$ cat config.mk
export PLATFORM = sky130hd
export DESIGN_NAME = gq_top
export DESIGN_NICKNAME = d
export VERILOG_FILES = /design/src/hdl/gq_pkg.sv /design/src/hdl/gq_period_div.sv /design/src/hdl/gq_qualifier.sv /design/src/hdl/gq_top.sv
export VERILOG_INCLUDE_DIRS = /design/src /design/src/hdl
export SDC_FILE = /design/constraint.sdc
export NUM_CORES = 1
export LEC_CHECK = 0
export BUFFER_PORTS_ARGS = -buffer_cell sky130_fd_sc_hd__buf_4
export CELL_PAD_IN_SITES_DETAIL_PLACEMENT = 1
export CELL_PAD_IN_SITES_GLOBAL_PLACEMENT = 2
export CORE_MARGIN = 8
export CORE_UTILIZATION = 35
export DETAILED_ROUTE_END_ITERATION = 10
export HOLD_SLACK_MARGIN = 0.03
export PLACE_DENSITY = 0.83
export SLEW_MARGIN = 20
export SYNTH_ARGS = -nofsm -noshare
export SYNTH_HDL_FRONTEND = slang
export SYNTH_HIERARCHICAL = 1
export SYNTH_SLANG_ARGS = --single-unit
$ cat constraint.sdc
create_clock -name clk_i -period 5.65 [get_ports clk_i]
set_input_delay 1.4125 -clock clk_i [delete_from_list [all_inputs] [get_ports clk_i]]
set_output_delay 1.4125 -clock clk_i [all_outputs]
set_load 0.05 [all_outputs]
$ cat src/hdl/gq_cfg.svh
// Purpose: Constants for the pin function and input qualify block
// Assumes: Pins 16..34 are held at indices 0..18
// Notes:   Offsets are Wishbone byte addresses
`ifndef GQ_CFG_SVH
`define GQ_CFG_SVH

// ----------------------------------------
// Sizes
// ----------------------------------------
`define GQ_NPIN       19
`define GQ_NPORTA     16
`define GQ_NGRP       3
`define GQ_GRP_SHIFT  3
`define GQ_PRD_W      8
`define GQ_WIN3       3
`define GQ_WIN6       6
`define GQ_NTRIP      6

// ----------------------------------------
// Register offsets
// ----------------------------------------
`define GQ_OFS_AMUX   8'h00
`define GQ_OFS_BMUX   8'h04
`define GQ_OFS_AQSEL  8'h08
`define GQ_OFS_BQSEL  8'h0c
`define GQ_OFS_ACTRL  8'h10
`define GQ_OFS_BCTRL  8'h14
`define GQ_OFS_DOUT   8'h18
`define GQ_OFS_DIR    8'h1c
`define GQ_OFS_DIN    8'h20

// ----------------------------------------
// Reset values and writable masks
// ----------------------------------------
`define GQ_RST_MUX    32'h0000_0000
`define GQ_RST_QSEL   32'h0000_0000
`define GQ_RST_CTRL   32'h0000_0000
`define GQ_RST_PIN    19'h0_0000
`define GQ_MASK_A     32'hffff_ffff
`define GQ_MASK_B     32'h0000_003f
`define GQ_MASK_ACTRL 32'h0000_ffff
`define GQ_MASK_BCTRL 32'h0000_00ff
`define GQ_MASK_PIN   32'h0007_ffff

// ----------------------------------------
// Function codes and idle input levels
// ----------------------------------------
`define GQ_FN_GPIO    2'h0
`define GQ_FN_P1      2'h1
`define GQ_FN_P2      2'h2
`define GQ_FN_P3      2'h3
`define GQ_DEF_TRIP   1'b1
`define GQ_DEF_RX     1'b1
`define GQ_DEF_I2C    1'b1
`define GQ_DEF_SYNC   1'b0

// ----------------------------------------
// Pin indices and trip bits
// ----------------------------------------
`define GQ_IX16       0
`define GQ_IX17       1
`define GQ_IX18       2
`define GQ_IX19       3
`define GQ_IX28       12
`define GQ_IX29       13
`define GQ_IX30       14
`define GQ_IX31       15
`define GQ_IX32       16
`define GQ_IX33       17
`define GQ_TRIP1      0
`define GQ_TRIP2      1
`define GQ_TRIP3      2
`define GQ_TRIP4      3
`define GQ_TRIP5      4
`define GQ_TRIP6      5

`endif

$ cat src/hdl/gq_pkg.sv
// Purpose: Types shared by the qualify block
// Assumes: Nothing
// Notes:   Enum order follows the two-bit select code
package gq_pkg;
	typedef enum logic [1:0] {
		gq_sync,
		gq_win3,
		gq_win6,
		gq_async
	} gq_qual_t;
endpackage

$ cat src/hdl/gq_period_div.sv
// Purpose: Sample enable divider for one group of up to eight pins
// Assumes: Period field may change at any time
// Notes:   Pulse every period+1 clocks; zero samples every clock
`timescale 1ns/1ns
`include "gq_cfg.svh"

module gq_period_div (
	input  wire logic                  clk_i,
	input  wire logic                  rst_i,
	input  wire logic [`GQ_PRD_W-1:0]  period_i,
	output logic                       en_o
);
	import gq_pkg::*;

	logic [`GQ_PRD_W-1:0] cnt_q;

	// Compare with >= so a lowered period never strands the count
	assign en_o = (cnt_q >= period_i);

	always_ff @(posedge clk_i) begin
		if (rst_i) begin
			cnt_q <= '0;
		end else if (en_o) begin
			cnt_q <= '0;
		end else begin
			cnt_q <= cnt_q + 1'b1;
		end
	end
endmodule // gq_period_div

$ cat src/hdl/gq_qualifier.sv
// Purpose: Input qualification for one pin
// Assumes: sample_i is a one-cycle enable from the group divider
// Notes:   Filtered level starts at zero after reset
`timescale 1ns/1ns
`include "gq_cfg.svh"

module gq_qualifier (
	input  wire logic             clk_i,
	input  wire logic             rst_i,
	input  wire logic             pin_i,
	input  gq_pkg::gq_qual_t      mode_i,
	input  wire logic             sample_i,
	output logic                  qual_o
);
	import gq_pkg::*;

	logic                  sync1_q;
	logic                  sync2_q;
	logic [`GQ_WIN6-1:0]   hist_q;
	logic                  filt_q;
	logic                  all_one;
	logic                  all_zero;

	always_ff @(posedge clk_i) begin
		if (rst_i) begin
			sync1_q <= 1'b0;
			sync2_q <= 1'b0;
		end else begin
			sync1_q <= pin_i;
			sync2_q <= sync1_q;
		end
	end

	// Window history, only advanced on the group sample enable
	always_ff @(posedge clk_i) begin
		if (rst_i) begin
			hist_q <= '0;
		end else if (sample_i) begin
			hist_q <= {hist_q[`GQ_WIN6-2:0], sync2_q};
		end
	end

	always_comb begin
		if (mode_i == gq_win3) begin
			all_one  = &hist_q[`GQ_WIN3-1:0];
			all_zero = ~|hist_q[`GQ_WIN3-1:0];
		end else begin
			all_one  = &hist_q;
			all_zero = ~|hist_q;
		end
	end

	// Mixed window holds the old level
	always_ff @(posedge clk_i) begin
		if (rst_i) begin
			filt_q <= 1'b0;
		end else if (all_one) begin
			filt_q <= 1'b1;
		end else if (all_zero) begin
			filt_q <= 1'b0;
		end
	end

	always_comb begin
		case (mode_i)
			gq_sync:  qual_o = sync2_q;
			gq_async: qual_o = pin_i;
			default:  qual_o = filt_q;
		endcase
	end
endmodule // gq_qualifier

$ cat src/hdl/gq_top.sv
// Purpose: Pin function select and input qualification for pins 16..34
// Assumes: Classic Wishbone slave, one clock, synchronous reset
// Notes:   Peripheral inputs and pin drives are registered once at the edge
//
// Functional notes
// - A reserved function code gives no defined pin behaviour and software must avoid it.
// - Each pin has its own two-bit qualify select choosing one of four behaviours.
// - Qualify code 0 synchronises only, and is every pin's setting after reset.
// - Qualify codes 1 and 2 synchronise, then hold until the input stays stable.
// - The sample period is a clock multiple set per group of eight pins.
// - The window spans three or six samples and changes only when all agree.
// - Qualify code 3 passes the pin with no synchronisation.
// - One peripheral input may be fed from more than one pin.
// - An unselected peripheral input rests at its own fixed idle level.
// - Each pin's function comes from a two-bit field in its port mux register.
//
// Our own choices: the Wishbone register port and the placing of the registers.
`timescale 1ns/1ns
`include "gq_cfg.svh"

module gq_top (
	input  wire logic                    clk_i,
	input  wire logic                    rst_i,
	input  wire logic [7:0]              adr_i,
	input  wire logic [31:0]             dat_i,
	output logic      [31:0]             dat_o,
	input  wire logic                    we_i,
	input  wire logic [3:0]              sel_i,
	input  wire logic                    cyc_i,
	input  wire logic                    stb_i,
	output logic                         ack_o,
	input  wire logic [`GQ_NPIN-1:0]     pin_in_i,
	output logic      [`GQ_NPIN-1:0]     pin_out_o,
	output logic      [`GQ_NPIN-1:0]     pin_oe_o,
	input  wire logic                    serial_port_transmit_out_i,
	input  wire logic                    sda_drive_low_i,
	input  wire logic                    scl_drive_low_i,
	input  wire logic                    pwm_sync_output_i,
	input  wire logic                    conversion_start_a_out_i,
	input  wire logic                    conversion_start_b_out_i,
	output logic      [`GQ_NTRIP-1:0]    trip_o,
	output logic                         serial_port_receive_in_o,
	output logic                         sda_in_o,
	output logic                         scl_in_o,
	output logic                         pwm_sync_input_o
);
	import gq_pkg::*;

	// ----------------------------------------
	// Helpers
	// ----------------------------------------
	// Two-bit per-pin field; port A low indices then port B high ones share one layout
	function automatic logic [1:0] pin_field(input logic [31:0] a, input logic [31:0] b,
		input int idx);
		logic [31:0] w;
		int          k;
		w = (idx < `GQ_NPORTA) ? a : b;
		k = (idx < `GQ_NPORTA) ? idx : idx - `GQ_NPORTA;
		return w[2*k +: 2];
	endfunction

	function automatic logic [31:0] merge(input logic [31:0] old, input logic [31:0] wd,
		input logic [3:0] be, input logic [31:0] mask);
		logic [31:0] r;
		r = old;
		for (int b = 0; b < 4; b++) begin
			if (be[b]) begin
				r[8*b +: 8] = wd[8*b +: 8];
			end
		end
		return r & mask;
	endfunction

	// ----------------------------------------
	// Register bus
	// ----------------------------------------
	logic [31:0]          amux_q;
	logic [31:0]          bmux_q;
	logic [31:0]          aqsel_q;
	logic [31:0]          bqsel_q;
	logic [31:0]          actrl_q;
	logic [31:0]          bctrl_q;
	logic [`GQ_NPIN-1:0]  dout_q;
	logic [`GQ_NPIN-1:0]  dir_q;
	logic [`GQ_NPIN-1:0]  qual_w;
	logic [`GQ_NGRP-1:0]  smp_en;
	logic                 ack_q;
	logic [31:0]          dat_q;
	logic [31:0]          rd_d;
	logic                 req;
	logic                 wr;
	logic [7:0]           wadr;

	assign req  = cyc_i && stb_i;
	assign wr   = req && we_i && ack_q;
	assign wadr = {adr_i[7:2], 2'b00};
	assign ack_o = ack_q;
	assign dat_o = dat_q;

	// One wait state; write lands on the edge the master sees ack
	always_ff @(posedge clk_i) begin
		if (rst_i) begin
			ack_q <= 1'b0;
		end else begin
			ack_q <= req && !ack_q;
		end
	end

	always_comb begin
		case (wadr)
			`GQ_OFS_AMUX:  rd_d = amux_q;
			`GQ_OFS_BMUX:  rd_d = bmux_q;
			`GQ_OFS_AQSEL: rd_d = aqsel_q;
			`GQ_OFS_BQSEL: rd_d = bqsel_q;
			`GQ_OFS_ACTRL: rd_d = actrl_q;
			`GQ_OFS_BCTRL: rd_d = bctrl_q;
			`GQ_OFS_DOUT:  rd_d = 32'(dout_q);
			`GQ_OFS_DIR:   rd_d = 32'(dir_q);
			`GQ_OFS_DIN:   rd_d = 32'(qual_w);
			default:       rd_d = 32'h0000_0000;
		endcase
	end

	always_ff @(posedge clk_i) begin
		if (rst_i) begin
			dat_q <= 32'h0000_0000;
		end else if (req && !ack_q) begin
			dat_q <= rd_d;
		end
	end

	// Function select registers
	always_ff @(posedge clk_i) begin
		if (rst_i) begin
			amux_q <= `GQ_RST_MUX;
			bmux_q <= `GQ_RST_MUX;
		end else if (wr && wadr == `GQ_OFS_AMUX) begin
			amux_q <= merge(amux_q, dat_i, sel_i, `GQ_MASK_A);
		end else if (wr && wadr == `GQ_OFS_BMUX) begin
			bmux_q <= merge(bmux_q, dat_i, sel_i, `GQ_MASK_B);
		end
	end

	// Qualify select and period registers
	always_ff @(posedge clk_i) begin
		if (rst_i) begin
			aqsel_q <= `GQ_RST_QSEL;
			bqsel_q <= `GQ_RST_QSEL;
			actrl_q <= `GQ_RST_CTRL;
			bctrl_q <= `GQ_RST_CTRL;
		end else if (wr) begin
			case (wadr)
				`GQ_OFS_AQSEL: aqsel_q <= merge(aqsel_q, dat_i, sel_i, `GQ_MASK_A);
				`GQ_OFS_BQSEL: bqsel_q <= merge(bqsel_q, dat_i, sel_i, `GQ_MASK_B);
				`GQ_OFS_ACTRL: actrl_q <= merge(actrl_q, dat_i, sel_i, `GQ_MASK_ACTRL);
				`GQ_OFS_BCTRL: bctrl_q <= merge(bctrl_q, dat_i, sel_i, `GQ_MASK_BCTRL);
				default: ;
			endcase
		end
	end

	// Plain I/O data and direction
	always_ff @(posedge clk_i) begin
		if (rst_i) begin
			dout_q <= `GQ_RST_PIN;
			dir_q  <= `GQ_RST_PIN;
		end else if (wr && wadr == `GQ_OFS_DOUT) begin
			dout_q <= `GQ_NPIN'(merge(32'(dout_q), dat_i, sel_i, `GQ_MASK_PIN));
		end else if (wr && wadr == `GQ_OFS_DIR) begin
			dir_q <= `GQ_NPIN'(merge(32'(dir_q), dat_i, sel_i, `GQ_MASK_PIN));
		end
	end

	// ----------------------------------------
	// Qualification
	// ----------------------------------------
	logic [`GQ_PRD_W-1:0] prd [`GQ_NGRP];

	assign prd[0] = actrl_q[`GQ_PRD_W-1:0];
	assign prd[1] = actrl_q[2*`GQ_PRD_W-1:`GQ_PRD_W];
	assign prd[2] = bctrl_q[`GQ_PRD_W-1:0];

	for (genvar g = 0; g < `GQ_NGRP; g++) begin : g_div
		gq_period_div u_div (
			.clk_i    (clk_i),
			.rst_i    (rst_i),
			.period_i (prd[g]),
			.en_o     (smp_en[g])
		);
	end

	for (genvar p = 0; p < `GQ_NPIN; p++) begin : g_pin
		gq_qualifier u_qual (
			.clk_i    (clk_i),
			.rst_i    (rst_i),
			.pin_i    (pin_in_i[p]),
			.mode_i   (gq_qual_t'(pin_field(aqsel_q, bqsel_q, p))),
			.sample_i (smp_en[p >> `GQ_GRP_SHIFT]),
			.qual_o   (qual_w[p])
		);
	end

	// ----------------------------------------
	// Pin drive
	// ----------------------------------------
	logic [`GQ_NPIN-1:0] pout_d;
	logic [`GQ_NPIN-1:0] poe_d;

	always_comb begin
		pout_d = dout_q;
		poe_d  = dir_q;
		// Reserved and input functions float the pin: safest undefined choice
		for (int i = 0; i < `GQ_NPIN; i++) begin
			if (pin_field(amux_q, bmux_q, i) != `GQ_FN_GPIO) begin
				pout_d[i] = 1'b0;
				poe_d[i]  = 1'b0;
			end
		end
		if (pin_field(amux_q, bmux_q, `GQ_IX29) == `GQ_FN_P1) begin
			pout_d[`GQ_IX29] = serial_port_transmit_out_i;
			poe_d[`GQ_IX29]  = 1'b1;
		end
		case (pin_field(amux_q, bmux_q, `GQ_IX32))
			`GQ_FN_P1: poe_d[`GQ_IX32] = sda_drive_low_i;
			`GQ_FN_P3: begin
				pout_d[`GQ_IX32] = conversion_start_a_out_i;
				poe_d[`GQ_IX32]  = 1'b1;
			end
			default: ;
		endcase
		case (pin_field(amux_q, bmux_q, `GQ_IX33))
			`GQ_FN_P1: poe_d[`GQ_IX33] = scl_drive_low_i;
			`GQ_FN_P2: begin
				pout_d[`GQ_IX33] = pwm_sync_output_i;
				poe_d[`GQ_IX33]  = 1'b1;
			end
			`GQ_FN_P3: begin
				pout_d[`GQ_IX33] = conversion_start_b_out_i;
				poe_d[`GQ_IX33]  = 1'b1;
			end
			default: ;
		endcase
	end

	always_ff @(posedge clk_i) begin
		if (rst_i) begin
			pin_out_o <= '0;
			pin_oe_o  <= '0;
		end else begin
			pin_out_o <= pout_d;
			pin_oe_o  <= poe_d;
		end
	end

	// ----------------------------------------
	// Peripheral input routing
	// ----------------------------------------
	logic [`GQ_NTRIP-1:0] trip_d;
	logic                 rx_d;
	logic                 sda_d;
	logic                 scl_d;
	logic                 sync_d;

	// Later assignment wins: lower pin has priority on shared inputs
	always_comb begin
		trip_d = {`GQ_NTRIP{`GQ_DEF_TRIP}};
		rx_d   = `GQ_DEF_RX;
		sda_d  = `GQ_DEF_I2C;
		scl_d  = `GQ_DEF_I2C;
		sync_d = `GQ_DEF_SYNC;
		if (pin_field(amux_q, bmux_q, `GQ_IX18) == `GQ_FN_P3) trip_d[`GQ_TRIP1] = qual_w[`GQ_IX18];
		if (pin_field(amux_q, bmux_q, `GQ_IX19) == `GQ_FN_P3) trip_d[`GQ_TRIP2] = qual_w[`GQ_IX19];
		if (pin_field(amux_q, bmux_q, `GQ_IX30) == `GQ_FN_P3) trip_d[`GQ_TRIP3] = qual_w[`GQ_IX30];
		if (pin_field(amux_q, bmux_q, `GQ_IX31) == `GQ_FN_P3) trip_d[`GQ_TRIP4] = qual_w[`GQ_IX31];
		if (pin_field(amux_q, bmux_q, `GQ_IX28) == `GQ_FN_P3) trip_d[`GQ_TRIP5] = qual_w[`GQ_IX28];
		if (pin_field(amux_q, bmux_q, `GQ_IX16) == `GQ_FN_P3) trip_d[`GQ_TRIP5] = qual_w[`GQ_IX16];
		if (pin_field(amux_q, bmux_q, `GQ_IX29) == `GQ_FN_P3) trip_d[`GQ_TRIP6] = qual_w[`GQ_IX29];
		if (pin_field(amux_q, bmux_q, `GQ_IX17) == `GQ_FN_P3) trip_d[`GQ_TRIP6] = qual_w[`GQ_IX17];
		if (pin_field(amux_q, bmux_q, `GQ_IX28) == `GQ_FN_P1) rx_d = qual_w[`GQ_IX28];
		if (pin_field(amux_q, bmux_q, `GQ_IX32) == `GQ_FN_P1) sda_d = qual_w[`GQ_IX32];
		if (pin_field(amux_q, bmux_q, `GQ_IX33) == `GQ_FN_P1) scl_d = qual_w[`GQ_IX33];
		if (pin_field(amux_q, bmux_q, `GQ_IX32) == `GQ_FN_P2) sync_d = qual_w[`GQ_IX32];
	end

	always_ff @(posedge clk_i) begin
		if (rst_i) begin
			trip_o                   <= {`GQ_NTRIP{`GQ_DEF_TRIP}};
			serial_port_receive_in_o <= `GQ_DEF_RX;
			sda_in_o                 <= `GQ_DEF_I2C;
			scl_in_o                 <= `GQ_DEF_I2C;
			pwm_sync_input_o         <= `GQ_DEF_SYNC;
		end else begin
			trip_o                   <= trip_d;
			serial_port_receive_in_o <= rx_d;
			sda_in_o                 <= sda_d;
			scl_in_o                 <= scl_d;
			pwm_sync_input_o         <= sync_d;
		end
	end
endmodule // gq_top

Word-level counts from Yosys, hierarchy flattened
Cells that the tools add are included.
{ "totals": {"input_bits": 74, "wordCells": 561, "output_inout_bits": 81, "ff_bits": 414} }
{ "classes": {"reduce_logical": 228, "mux": 112, "magnitude_cmp": 3, "add_sub_neg": 3, "bitwise": 10, "n_eq_ne": 62} }
{ "ops": {"columns": ["operator", "count"], "rows": [
  ["$pmux W32 S9", 1],
  ["$reduce_and A6 Y1", 19],
  ["$reduce_or A6 Y1", 19],
  ["$reduce_and A3 Y1", 31],
  ["$mux W1", 89],
  ["$reduce_bool A2 Y1", 38],
  ["$eq A2 B2 Y1 const B", 31],
  ["$reduce_or A3 Y1", 19],
  ["$reduce_or A2 Y1", 28],
  ["$eq A2 B1 Y1 const B", 23],
  ["$pmux W1 S2", 22],
  ["$logic_not A1 Y1", 39],
  ["$logic_not A2 Y1", 19],
  ["$add A8 B1 Y8 const B", 3],
  ["$eq A6 B3 Y1 const B", 4],
  ["$ge A8 B8 Y1", 3],
  ["$reduce_and A2 Y1", 7],
  ["$eq A6 B2 Y1 const B", 2],
  ["$not A1 Y1", 10],
  ["$logic_and A1 B1 Y1", 8],
  ["$logic_not A8 Y1", 1],
  ["$eq A6 B1 Y1 const B", 1],
  ["$eq A6 B4 Y1 const B", 1]
]} }

Longest topological paths before layout
Gate-level depths: netlist (run 1).
{ "logic_depth": {"depth_word": 6, "depth_mapped": 8, "depth_no_buf": 7} }

Hierarchy
Netlist (run 1), hierarchy kept.
{ "by_module_without_submodules": {"columns": ["module", "area_per_inst_um2", "instances", "seq_area_each_um2", "cells_each"], "rows": [
  ["gq_top", 8812.2, 1, 4384.2, 876],
  ["gq_qualifier", 405.4, 19, 180.2, 40],
  ["gq_period_div", 529.3, 3, 160.2, 59]
]} }

Worst setup path before layout (run 1)
Ideal clock, no wire load.
{ "synth_path": {"path_type": "input port to flip-flop", "start": "in we_i", "end": "reg bmux_q[0]", "path_slack_ns": 2.663, "stages": 6, "path_buffers": 2, "setup_time_ns": 0.128, "required_ns": 5.522, "arrival_ns": 2.860, "path_cell_list": "and4_1 > buf_2 > buf_1 > nand4_1 > mux2i_1 > nor2_1"} }
{ "synth_via": {"elab_chain_len": 5, "word_cells_on_any_way": 6, "classes_between": "bitwise: 1; reduce/logical: 5"} }
{ "synth_rtl": {"columns": ["element", "line_no", "text"], "rows": [
  ["start, declared", "gq_top.sv:27", "input wire logic we_i,"],
  ["$logic_and A1 B1 Y1 * (2 in a row)", "gq_top.sv:95", "assign wr = req && we_i && ack_q;"],
  ["$logic_and A1 B1 Y1 (no line)", null, null],
  ["$not A1 Y1 (no line)", null, null],
  ["$reduce_and A3 Y1 (no line) *", null, null],
  ["end signal, assigned", "gq_top.sv:136", "bmux_q <= `GQ_RST_MUX;"],
  ["end signal, assigned", "gq_top.sv:140", "bmux_q <= merge(bmux_q, dat_i, sel_i, `GQ_MASK_B);"],
  ["end, declared", "gq_top.sv:78", "logic [31:0] bmux_q;"]
]} }
Mark *: on every way between the ends. The rest lies on a longest branch, timed or not.
A chain may end at the register's enable or synchronous reset.

Worst setup path in the final report (run 1)
{ "layout_path": {"start": "in adr_i[3]", "end": "reg dat_q[10], in the netlist dat_o[10]"} }
{ "layout_via": {"elab_chain_len": 2, "word_cells_on_any_way": 10, "classes_between": "eq/ne: 8; mux: 1; reduce/logical: 1"} }
{ "layout_rtl": {"columns": ["element", "line_no", "text"], "rows": [
  ["start, declared", "gq_top.sv:24", "input wire logic [7:0] adr_i,"],
  ["$eq A6 B4 Y1, or another cell as far along", "gq_top.sv:110", "case (wadr)"],
  ["$pmux W32 S9 *", "gq_top.sv:110", null],
  ["end signal, assigned", "gq_top.sv:128", "dat_q <= rd_d;"],
  ["end, declared", "gq_top.sv:88", "logic [31:0] dat_q;"]
]} }
Marks and branches as above.

==> out/results.ini, run 1 <==
[outcome]
status = completed

[sta]
relSlewSlack = 0.2481
fmax_mhz = 305.5
rsz0062_at_grt = no
fin_tns_setup_ns = 0
clock-skew-final_ns = 0.02637
finalHoldViolations = 0
finalCritPeriodShare = 0.5794
worst_slack_ns = 2.376
setup-violations-final = 0
slew_violations = 0
layout_min_cycle_time_ns = 3.274
worst_pin_slew_ns = 1.128

[synth]
ys_seq_area_frac = 0.4578
async_flop_share = 0
synthesis.nets = 1971
synth_common_cells = 414 x dfxtp_1, 290 x nor2_1, 261 x mux2i_1, 87 x inv_1, 84 x ha_1
synth.largest_area_cell = dfxtp_1
synth_cell_types = 61
synth_ff_type = dfxtp_1
syn-mean-instance-area_um2 = 9.985
synth_area_mm2 = 0.01810
yosysMostFrequentCell = dfxtp_1
synth_area_leaders = dfxtp_1 46%, mux2i_1 14%, nor2_1 6.0%, ha_1 5.8%, and2b_2 1.8%
netlist_instances = 1813
yosysWarnings = 6
synth-edff-count = 0
synth_seq_cells = 414
synth.top_cell.area_share = 0.4578

[route]
post_drt_wl_per_cell_um = 19.83
via_per_inst = 5.206
dr.pass1.iters = 5
drt-total-wl_um = 52400
ant_nets = 0
drtIter0Drc = 697
detailroute.via_count = 13760
drc = 0

[clock_network]
cts_root_buf = clkbuf_16
cts_resized = 0
tritoncts = done
cts_hold_buffers = 0
htree_levels = 2
clock_latency_ns = 0.59
clockBufferDepth = 3
clock_sinks = 414
post_cts_buffers = 0
path_clk_slew_ns = 0.06
cts_buffers = 46

[grt]
grt-ovfl-total = 0
grt_usage = 0.1735
grt_pass1_wl_um = 82710
grt_max_degree = 144
antenna_found_initial = 4
grt_pass1_vias = 14460

[placement]
place_ws_ns = 1.807
port_buffers = 152
place_congestion = 0.7996
dp_hpwl_um = 37400
place_area_mm2 = 0.01968

[worst_hold_path]
min_path_cells = 1
hold_path.class = flop to flop

[power_and_ir_drop]
power_mw = 6.303
ir_drop_v = 0.0002100
p_per_area_mw_per_mm2 = 296.4
leakagePower_nw = 9.918

[layout]
multi_input_area_mm2 = 0.008942
area_growth_pct = 17.49
drive_above_1_share = 0.1595
fill_cells = 5738
finish.instance_area_mm2 = 0.02127
regArea_mm2 = 0.008288
fin_nets = 2084
final_util = 0.4154

[die]
die_w_um = 243.4
fp.dieArea_mm2 = 0.05925
start_util = 0.3536
core_mm2 = 0.05120
ios = 155
die_h_um = 243.4
rows = 83

[worst_setup_path]
cp.arrival_ns = 3.74
worst_r2r_path_depth = 4
crit_fanout = 30
cp.required_ns = 6.11
start_kind = primary input
path_class = primary input to flop
cp-end-kind = flop

[flow_run]
cap_viol_max_count = 0

flip-flops by register name (all words and copies together) (netlist names), 24 cells and up:
| signal | cells |
|---|---|
| g_div.u_div/cnt_q | 24 |
| dat_o | 32 |
| g_pin.u_qual/hist_q | 114 |
| amux_q | 32 |
| aqsel_q | 32 |
final cells by class:
type                    count  area share
multi-input cells        1209      0.4205
flip-flops and latches    414      0.3897
clock buffers              70     0.06360
repair buffers            168     0.06024
well taps                 680     0.04000
inverters                  87     0.01535
clock inverters            14     0.01053
diodes                      1   0.0001177
where the power goes:
part,switching [mW],internal [mW],leakage (nW)
clock network,1.21,1.92,0.777
logic,0.147,0.0733,5.80
registers,0.0137,2.94,3.34
total,1.37,4.93,9.92
path summary, 6_finish.rpt:
check | startpoint | endpoint | slack [ns]
setup / recovery | adr_i[3] | dat_o[10] | 2.38
hold / removal | amux_q[28] | trip_o[2] | 0.45
setup reg to reg | ack_o | aqsel_q[30] | 3.05
hold reg to reg | amux_q[28] | trip_o[2] | 0.45
worst max-delay path, stage by stage:
cell	delay [ns]
buf_4	0.25
and2b_1	0.16
buf_4	0.41
and2_1	0.88
a221oi_1	0.25
a311oi_1	0.35
cell usage in the layout, fill, tap and decap left out, types with 35 or more instances in the layout:
master,instances
a21oi_1,35
and2_1,39
and2b_2,38
nor2_1,289
nand3_1,41
dfxtp_1,414
nand2_1,55
buf_4,166
mux2i_1,261
inv_1,87
clkbuf_16,47
a22oi_1,39
ha_1,84
nor3_1,40
routing by layer:
metal | share of wire | wire length [um] | track usage | vias to the layer above
li1 | - | - | - | 6625
met1 | 0.44 | 23250 | 0.2179 | 6744
met2 | 0.47 | 24520 | 0.2914 | 295
met3 | 0.057 | 2983 | 0.03775 | 92
met4 | 0.031 | 1624 | 0.05994 | 4
met5 | 0.00052 | 27 | 0 | -
through the flow:
step | instances | hold WS [ns]
finish | 2643 | 0.4455
CTS | 2641 | 0.4449
detailed placement | 2557 | 0.4233
global placement | 2557 | 0.4211
global route | 2643 | 0.4577
floorplan | 1813 | 0.3914
kinds of logic after synthesis:
family | count (synthesis) | synth area share
flops | 414 | 0.4578
buf+inv | 190 | 0.05094
compound gates | 252 | 0.1071
fa+ha+maj | 84 | 0.05806
mux | 264 | 0.1478
xor+xnor | 18 | 0.008709
simple gates | 591 | 0.1695
(Power assumes the default switching activity.)
==> inputs of run 2 (changes only) <==
--- a/config.mk
+++ b/config.mk
@@ -6,6 +6,7 @@
 export SDC_FILE = /design/constraint.sdc
 export NUM_CORES = 1
 export LEC_CHECK = 0
+export ABC_AREA = 1
 export BUFFER_PORTS_ARGS = -buffer_cell sky130_fd_sc_hd__buf_4
 export CELL_PAD_IN_SITES_DETAIL_PLACEMENT = 1
 export CELL_PAD_IN_SITES_GLOBAL_PLACEMENT = 2
@@ -13,7 +14,7 @@
 export CORE_UTILIZATION = 35
 export DETAILED_ROUTE_END_ITERATION = 10
 export HOLD_SLACK_MARGIN = 0.03
-export PLACE_DENSITY = 0.83
+export PLACE_DENSITY = 0.9
 export SLEW_MARGIN = 20
 export SYNTH_ARGS = -nofsm -noshare
 export SYNTH_HDL_FRONTEND = slang
==> constraint.sdc (replaced) <==
create_clock -name clk_i -period 3.3 [get_ports clk_i]
set_input_delay 0.825 -clock clk_i [delete_from_list [all_inputs] [get_ports clk_i]]
set_output_delay 0.825 -clock clk_i [all_outputs]
set_load 0.05 [all_outputs]
==> out/results.ini, run 2 <==
[outcome]
status = completed

[worst_setup_path]
crit_end = g_pin[17].u_qual/hist_q[0]
r2r_start = bctrl_q[7]
cp.arrival_ns = 2.96
cp-end-kind = flop
cp.required_ns = 3.80
path_class = flop to flop
startpoint = bctrl_q[7]
rrSetupSlack_ns = 0.84
worst_r2r_path_depth = 8
crit_fanout = 21
start_kind = flop
r2r-end = g_pin[17].u_qual/hist_q[0]

[sta]
fin_tns_setup_ns = 0
setup-violations-final = 0
clock-skew-final_ns = 0.01521
layout_min_cycle_time_ns = 2.457
relSlewSlack = 0.3721
finalCritPeriodShare = 0.7446
slew_violations = 0
rsz0062_at_grt = no
finalHoldViolations = 0
fmax_mhz = 406.9
hold_slack_ns = 0.4032
worst_pin_slew_ns = 0.9392

[power_and_ir_drop]
p_int_mw = 8.537
swShare = 0.2282
leakagePower_nw = 8.725
power_mw = 11.06
ir_drop_v = 0.0003539
p_comb_frac = 0.039
p_per_area_mw_per_mm2 = 510.1
p_sw_mw = 2.524
pwr-share-clk = 0.503
seqPwrFrac = 0.457

[clock_network]
cts_buffers = 47
cts_hold_buffers = 0
cts_resized = 0
path_clk_slew_ns = 0.06
tritoncts = done
clock_latency_ns = 0.59
htree_levels = 2
clockBufferDepth = 3
post_cts_buffers = 0
cts_root_buf = clkbuf_16
clock_sinks = 414

[die]
fp.dieArea_mm2 = 0.05925
die_h_um = 243.4
ios = 155
rows = 83
die_w_um = 243.4
core_mm2 = 0.05120
start_util = 0.3536

[synth]
synth-edff-count = 0
netlist_instances = 2411
synthXorXnorAreaFrac = 0.007257
ys_seq_area_frac = 0.4578
synth.largest_area_cell = dfxtp_1
synthesis.nets = 2569
yosys.area_share.simple = 0.2297
synth.top_cell.area_share = 0.4578
synth_ff_type = dfxtp_1
synth_compound_area_frac = 0.1607
synth_cell_types = 32
synth_area_mm2 = 0.01810
async_flop_share = 0
synth_top_family_by_area = simple AND/OR/NAND/NOR gates
synth_common_cells = 484 x nand2_1, 414 x dfxtp_1, 330 x nor2_1, 303 x inv_1, 221 x a21oi_1
synth_seq_cells = 414
yosys.area_share.adder = 0.05806
yosysMostFrequentCell = nand2_1
synthMuxAreaShare = 0
synth_area_leaders = dfxtp_1 46%, nand2_1 10%, nor2_1 6.8%, inv_1 6.3%, a21oi_1 6.1%
syn-mean-instance-area_um2 = 7.508
yosysWarnings = 6

[placement]
port_buffers = 152
place_area_mm2 = 0.02002
place_congestion = 0.9049
dp_hpwl_um = 43980

[grt]
grt_usage = 0.1954
antenna_found_initial = 3
grt_pass1_vias = 17170
grt-ovfl-total = 0
grt_max_degree = 93
grt_pass1_wl_um = 93570

[route]
dr.pass1.iters = 5
drc = 0
ant_nets = 0
detailroute.via_count = 16500
drtIter0Drc = 803
via_per_inst = 5.024
post_drt_wl_per_cell_um = 18.15
drt-total-wl_um = 59600

[layout]
finish.instance_area_mm2 = 0.02169
final_util = 0.4236
area_growth_pct = 19.80
largest_reg_flops = 114
layout_common_cells = 484 x nand2_1, 414 x dfxtp_1, 329 x nor2_1
largest-register = g_pin.u_qual/hist_q
drive_above_1_share = 0.1357
fill_cells = 6294
final_common_cell = nand2_1
fin_nets = 2720

[flow_run]
cap_viol_max_count = 0

[worst_hold_path]
hold_path.class = flop to flop

run 2: cell count changes after synthesis, moves of 20 or more:
cell     before  now
a21oi_1      35  221
a31oi_1      23    0
and2_1       39    0
and2b_2      38    0
buf_6        22    2
inv_1        87  303
inv_2         0   22
mux2i_1     261    0
nand2_1      55  484
nand3_1      41   90
nor2_1      290  330
nor3_1       40   20
o21ai_0      21  158
run 2: metal layers:
layer  vias up  wire [um]  GRT usage
li1       8053          -          -
met1      8057      27010     0.2481
met2       302      28430     0.3379
met3        85       2811    0.03359
met4         2       1339    0.05360
met5         -         13          0
run 2: logic make-up (layout without fill, tap and decap cells):
| group | count (synthesis) | in the layout |
|---|---|---|
| AND/OR/NAND/NOR | 996 | 996 |
| flip-flops | 414 | 414 |
| buffers and inverters | 400 | 590 |
| AO/OA/AOI/OAI | 502 | 502 |
| XOR/XNOR | 15 | 15 |
| adder cells (fa/ha/maj) | 84 | 84 |
| other | 0 | 3 |
run 2: metrics by stage:
stage	worst slack, ns	instances
2_1_floorplan	0.5754	2411
3_3_place_gp	0.5140	3193
4_1_cts	0.8129	3281
6_report	0.8427	3284
5_1_grt	0.5741	3283
3_5_place_dp	0.4398	3193
run 2: layout make-up:
cell class | instances | area [um^2] | share of cell area
Inverter | 325 | 1222 | 0.05637
Clock buffer | 69 | 1410 | 0.06502
Clock inverter | 19 | 246.5 | 0.01137
Timing Repair Buffer | 177 | 1398 | 0.06445
Multi-Input combinational cell | 1597 | 8263 | 0.3810
Sequential cell | 414 | 8288 | 0.3822
Antenna cell | 3 | 7.507 | 0.0003462
Tap cell | 680 | 850.8 | 0.03923
run 2: critical path, stage by stage, from the launching register on:
cell and delay [ns]:
dfxtp_1 0.36, inv_1 0.07, ha_1 0.31, a21o_1 0.18, nor2_2 0.17, nand3_1 0.69
inv_2 0.34, nand2_1 0.11, a21oi_1 0.15
run 2: power by group through the flow:
stage                     registers, mW  logic [mW]  clock network [mW]
after detailed placement           5.17       0.429                   0
after global routing               5.06       0.471                5.88
after CTS                          5.06       0.433                5.69
final                              5.06       0.433                5.57
after floorplan                    5.17       0.212                   0
after global placement             5.17       0.416                   0
run 2: worst min path at each step:
stage	start	end	slack [ns]	cells past startpoint
6_report	g_pin[16].u_qual/sync1_q	g_pin[16].u_qual/sync2_q	0.40	2
5_1_grt	amux_q[28]	trip_o[2]	0.42	1
4_1_cts	g_pin[16].u_qual/sync1_q	g_pin[16].u_qual/sync2_q	0.41	2
3_5_place_dp	g_pin[1].u_qual/sync1_q	g_pin[1].u_qual/sync2_q	0.40	2
3_3_place_gp	g_pin[16].u_qual/sync1_q	g_pin[16].u_qual/sync2_q	0.39	2
2_1_floorplan	amux_q[28]	trip_o[2]	0.38	1
==> inputs of run 3 (changes only) <==
==> constraint.sdc (replaced) <==
create_clock -name clk_i -period 2.3 [get_ports clk_i]
set_input_delay 0.575 -clock clk_i [delete_from_list [all_inputs] [get_ports clk_i]]
set_output_delay 0.575 -clock clk_i [all_outputs]
set_load 0.05 [all_outputs]
==> out/results.ini, run 3 (same netlist as run 2, synthesis figures left out) <==
[outcome]
status = completed

[worst_hold_path]
hold_path.class = primary input to flop
min_path_cells = 3
hp-start = pin_in_i[12]
min_to = g_pin[12].u_qual/sync1_q

[die]
rows = 83
start_util = 0.3536
fp.dieArea_mm2 = 0.05925
die_h_um = 243.4
die_w_um = 243.4
core_mm2 = 0.05120
ios = 155

[worst_setup_path]
crit_fanout = 4
r2r_start = aqsel_q[24]
path_class = flop to flop
start_kind = flop
worst_r2r_path_depth = 9
cp.arrival_ns = 2.58
r2r-end = dat_o[12]
cp-end-kind = flop
slowest_delay_ns = 0.68
path_common_cell = nand2_1
rrSetupSlack_ns = 0.23
cp.required_ns = 2.81
path_cells = inv_1 > ha_1 > a22oi_1 > nand4_1 > o21ai_0 > nor2_1 > nand2_1 > nand2_1 > a21oi_1
crit_slowest_cell = a22oi_1

[clock_network]
cts_root_buf = clkbuf_16
cts_resized = 0
post_cts_buffers = 0
clock_sinks = 414
clockBufferDepth = 3
htree_levels = 2
clock_latency_ns = 0.58
cts_buffers = 47
path_clk_slew_ns = 0.06
tritoncts = done
cts_hold_buffers = 0

[layout]
final_common_cell = nand2_1
drive_above_1_share = 0.1454
largest_reg_flops = 114
largest-register = g_pin.u_qual/hist_q
regArea_mm2 = 0.008288
final_util = 0.4297
finish.instance_area_mm2 = 0.02200
area_growth_pct = 21.52
multi_input_area_mm2 = 0.008263
layout_common_cells = 484 x nand2_1, 414 x dfxtp_1, 329 x nor2_1
fin_nets = 2750
fill_cells = 6324

[sta]
setup-violations-final = 0
relSlewSlack = 0.4432
rsz0062_at_grt = no
fin_tns_setup_ns = 0
worst_slack_ns = 0.2294
worst_pin_slew_ns = 0.8352
slew_violations = 0
fmax_mhz = 482.9
finalCritPeriodShare = 0.9003
hold_slack_ns = 0.2141
clock-skew-final_ns = 0.02174
layout_min_cycle_time_ns = 2.071
finalHoldViolations = 0

[power_and_ir_drop]
p_per_area_mw_per_mm2 = 734.0
ir_drop_v = 0.0005211
leakagePower_nw = 8.930

[grt]
grt_pass1_wl_um = 93960
grt_usage = 0.1970
grt_pass1_vias = 17340
grt_max_degree = 93
grt-ovfl-total = 0
antenna_found_initial = 3

[route]
drt-total-wl_um = 59770
post_drt_wl_per_cell_um = 18.06
ant_nets = 0
detailroute.via_count = 16530
drtIter0Drc = 802
via_per_inst = 4.995
drc = 0
dr.pass1.iters = 4

[flow_run]
cap_viol_max_count = 0

[placement]
port_buffers = 152
place_ws_ns = 0.007677
place_area_mm2 = 0.02028
dp_hpwl_um = 44890
place_congestion = 0.9061

-- run 3: how the worst max path moves through the flow --
stage,depth (start not counted),start,end
after floorplan,8,actrl_q[15],g_pin[10].u_qual/hist_q[3]
after CTS,9,aqsel_q[18],dat_o[9]
after global placement,8,adr_i[7],aqsel_q[24]
after detailed placement,8,adr_i[7],aqsel_q[26]
final,9,aqsel_q[24],dat_o[12]
after global routing,10,aqsel_q[25],dat_o[12]
-- run 3: power by group --
part	leakage (nW)	switching (mW)	internal [mW]	total (mW)
Sequential	3.34	0.0343	7.23	7.26
Combinational	4.73	0.430	0.212	0.642
Clock	0.851	3.07	5.18	8.25
Total	8.93	3.53	12.6	16.1
-- run 3: stage by stage --
step                power [mW]  instances
floorplan                7.715       2411
global placement         8.036       3223
detailed placement       8.055       3223
CTS                      16.34       3307
global route             16.69       3308
finish                   16.15       3309
-- run 3: critical path, delay by kind of cell, from the launching register on --
family                     cells  cell delay, ns
AOI/OAI and AO/OA              3            0.90
adders and majority gates      1            0.31
buffers and inverters          1            0.06
DFF                            1            0.38
and+or+nand+nor                4            0.36
-- run 3: cell type report --
class,count,share of cell area
Antenna cell,2,0.0002275
Timing Repair Buffer,207,0.07547
Inverter,325,0.05557
Clock buffer,67,0.06473
Tap cell,680,0.03868
Clock inverter,17,0.01297
Sequential cell,414,0.3767
Multi-Input combinational cell,1597,0.3756
-- run 3: layer usage --
layer	part of all wire	GRT usage	vias up
met3	0.050	0.03217	100
met2	0.47	0.3301	329
li1	-	-	8124
met4	0.032	0.07352	2
met5	0.00020	0	-
met1	0.45	0.2526	7975
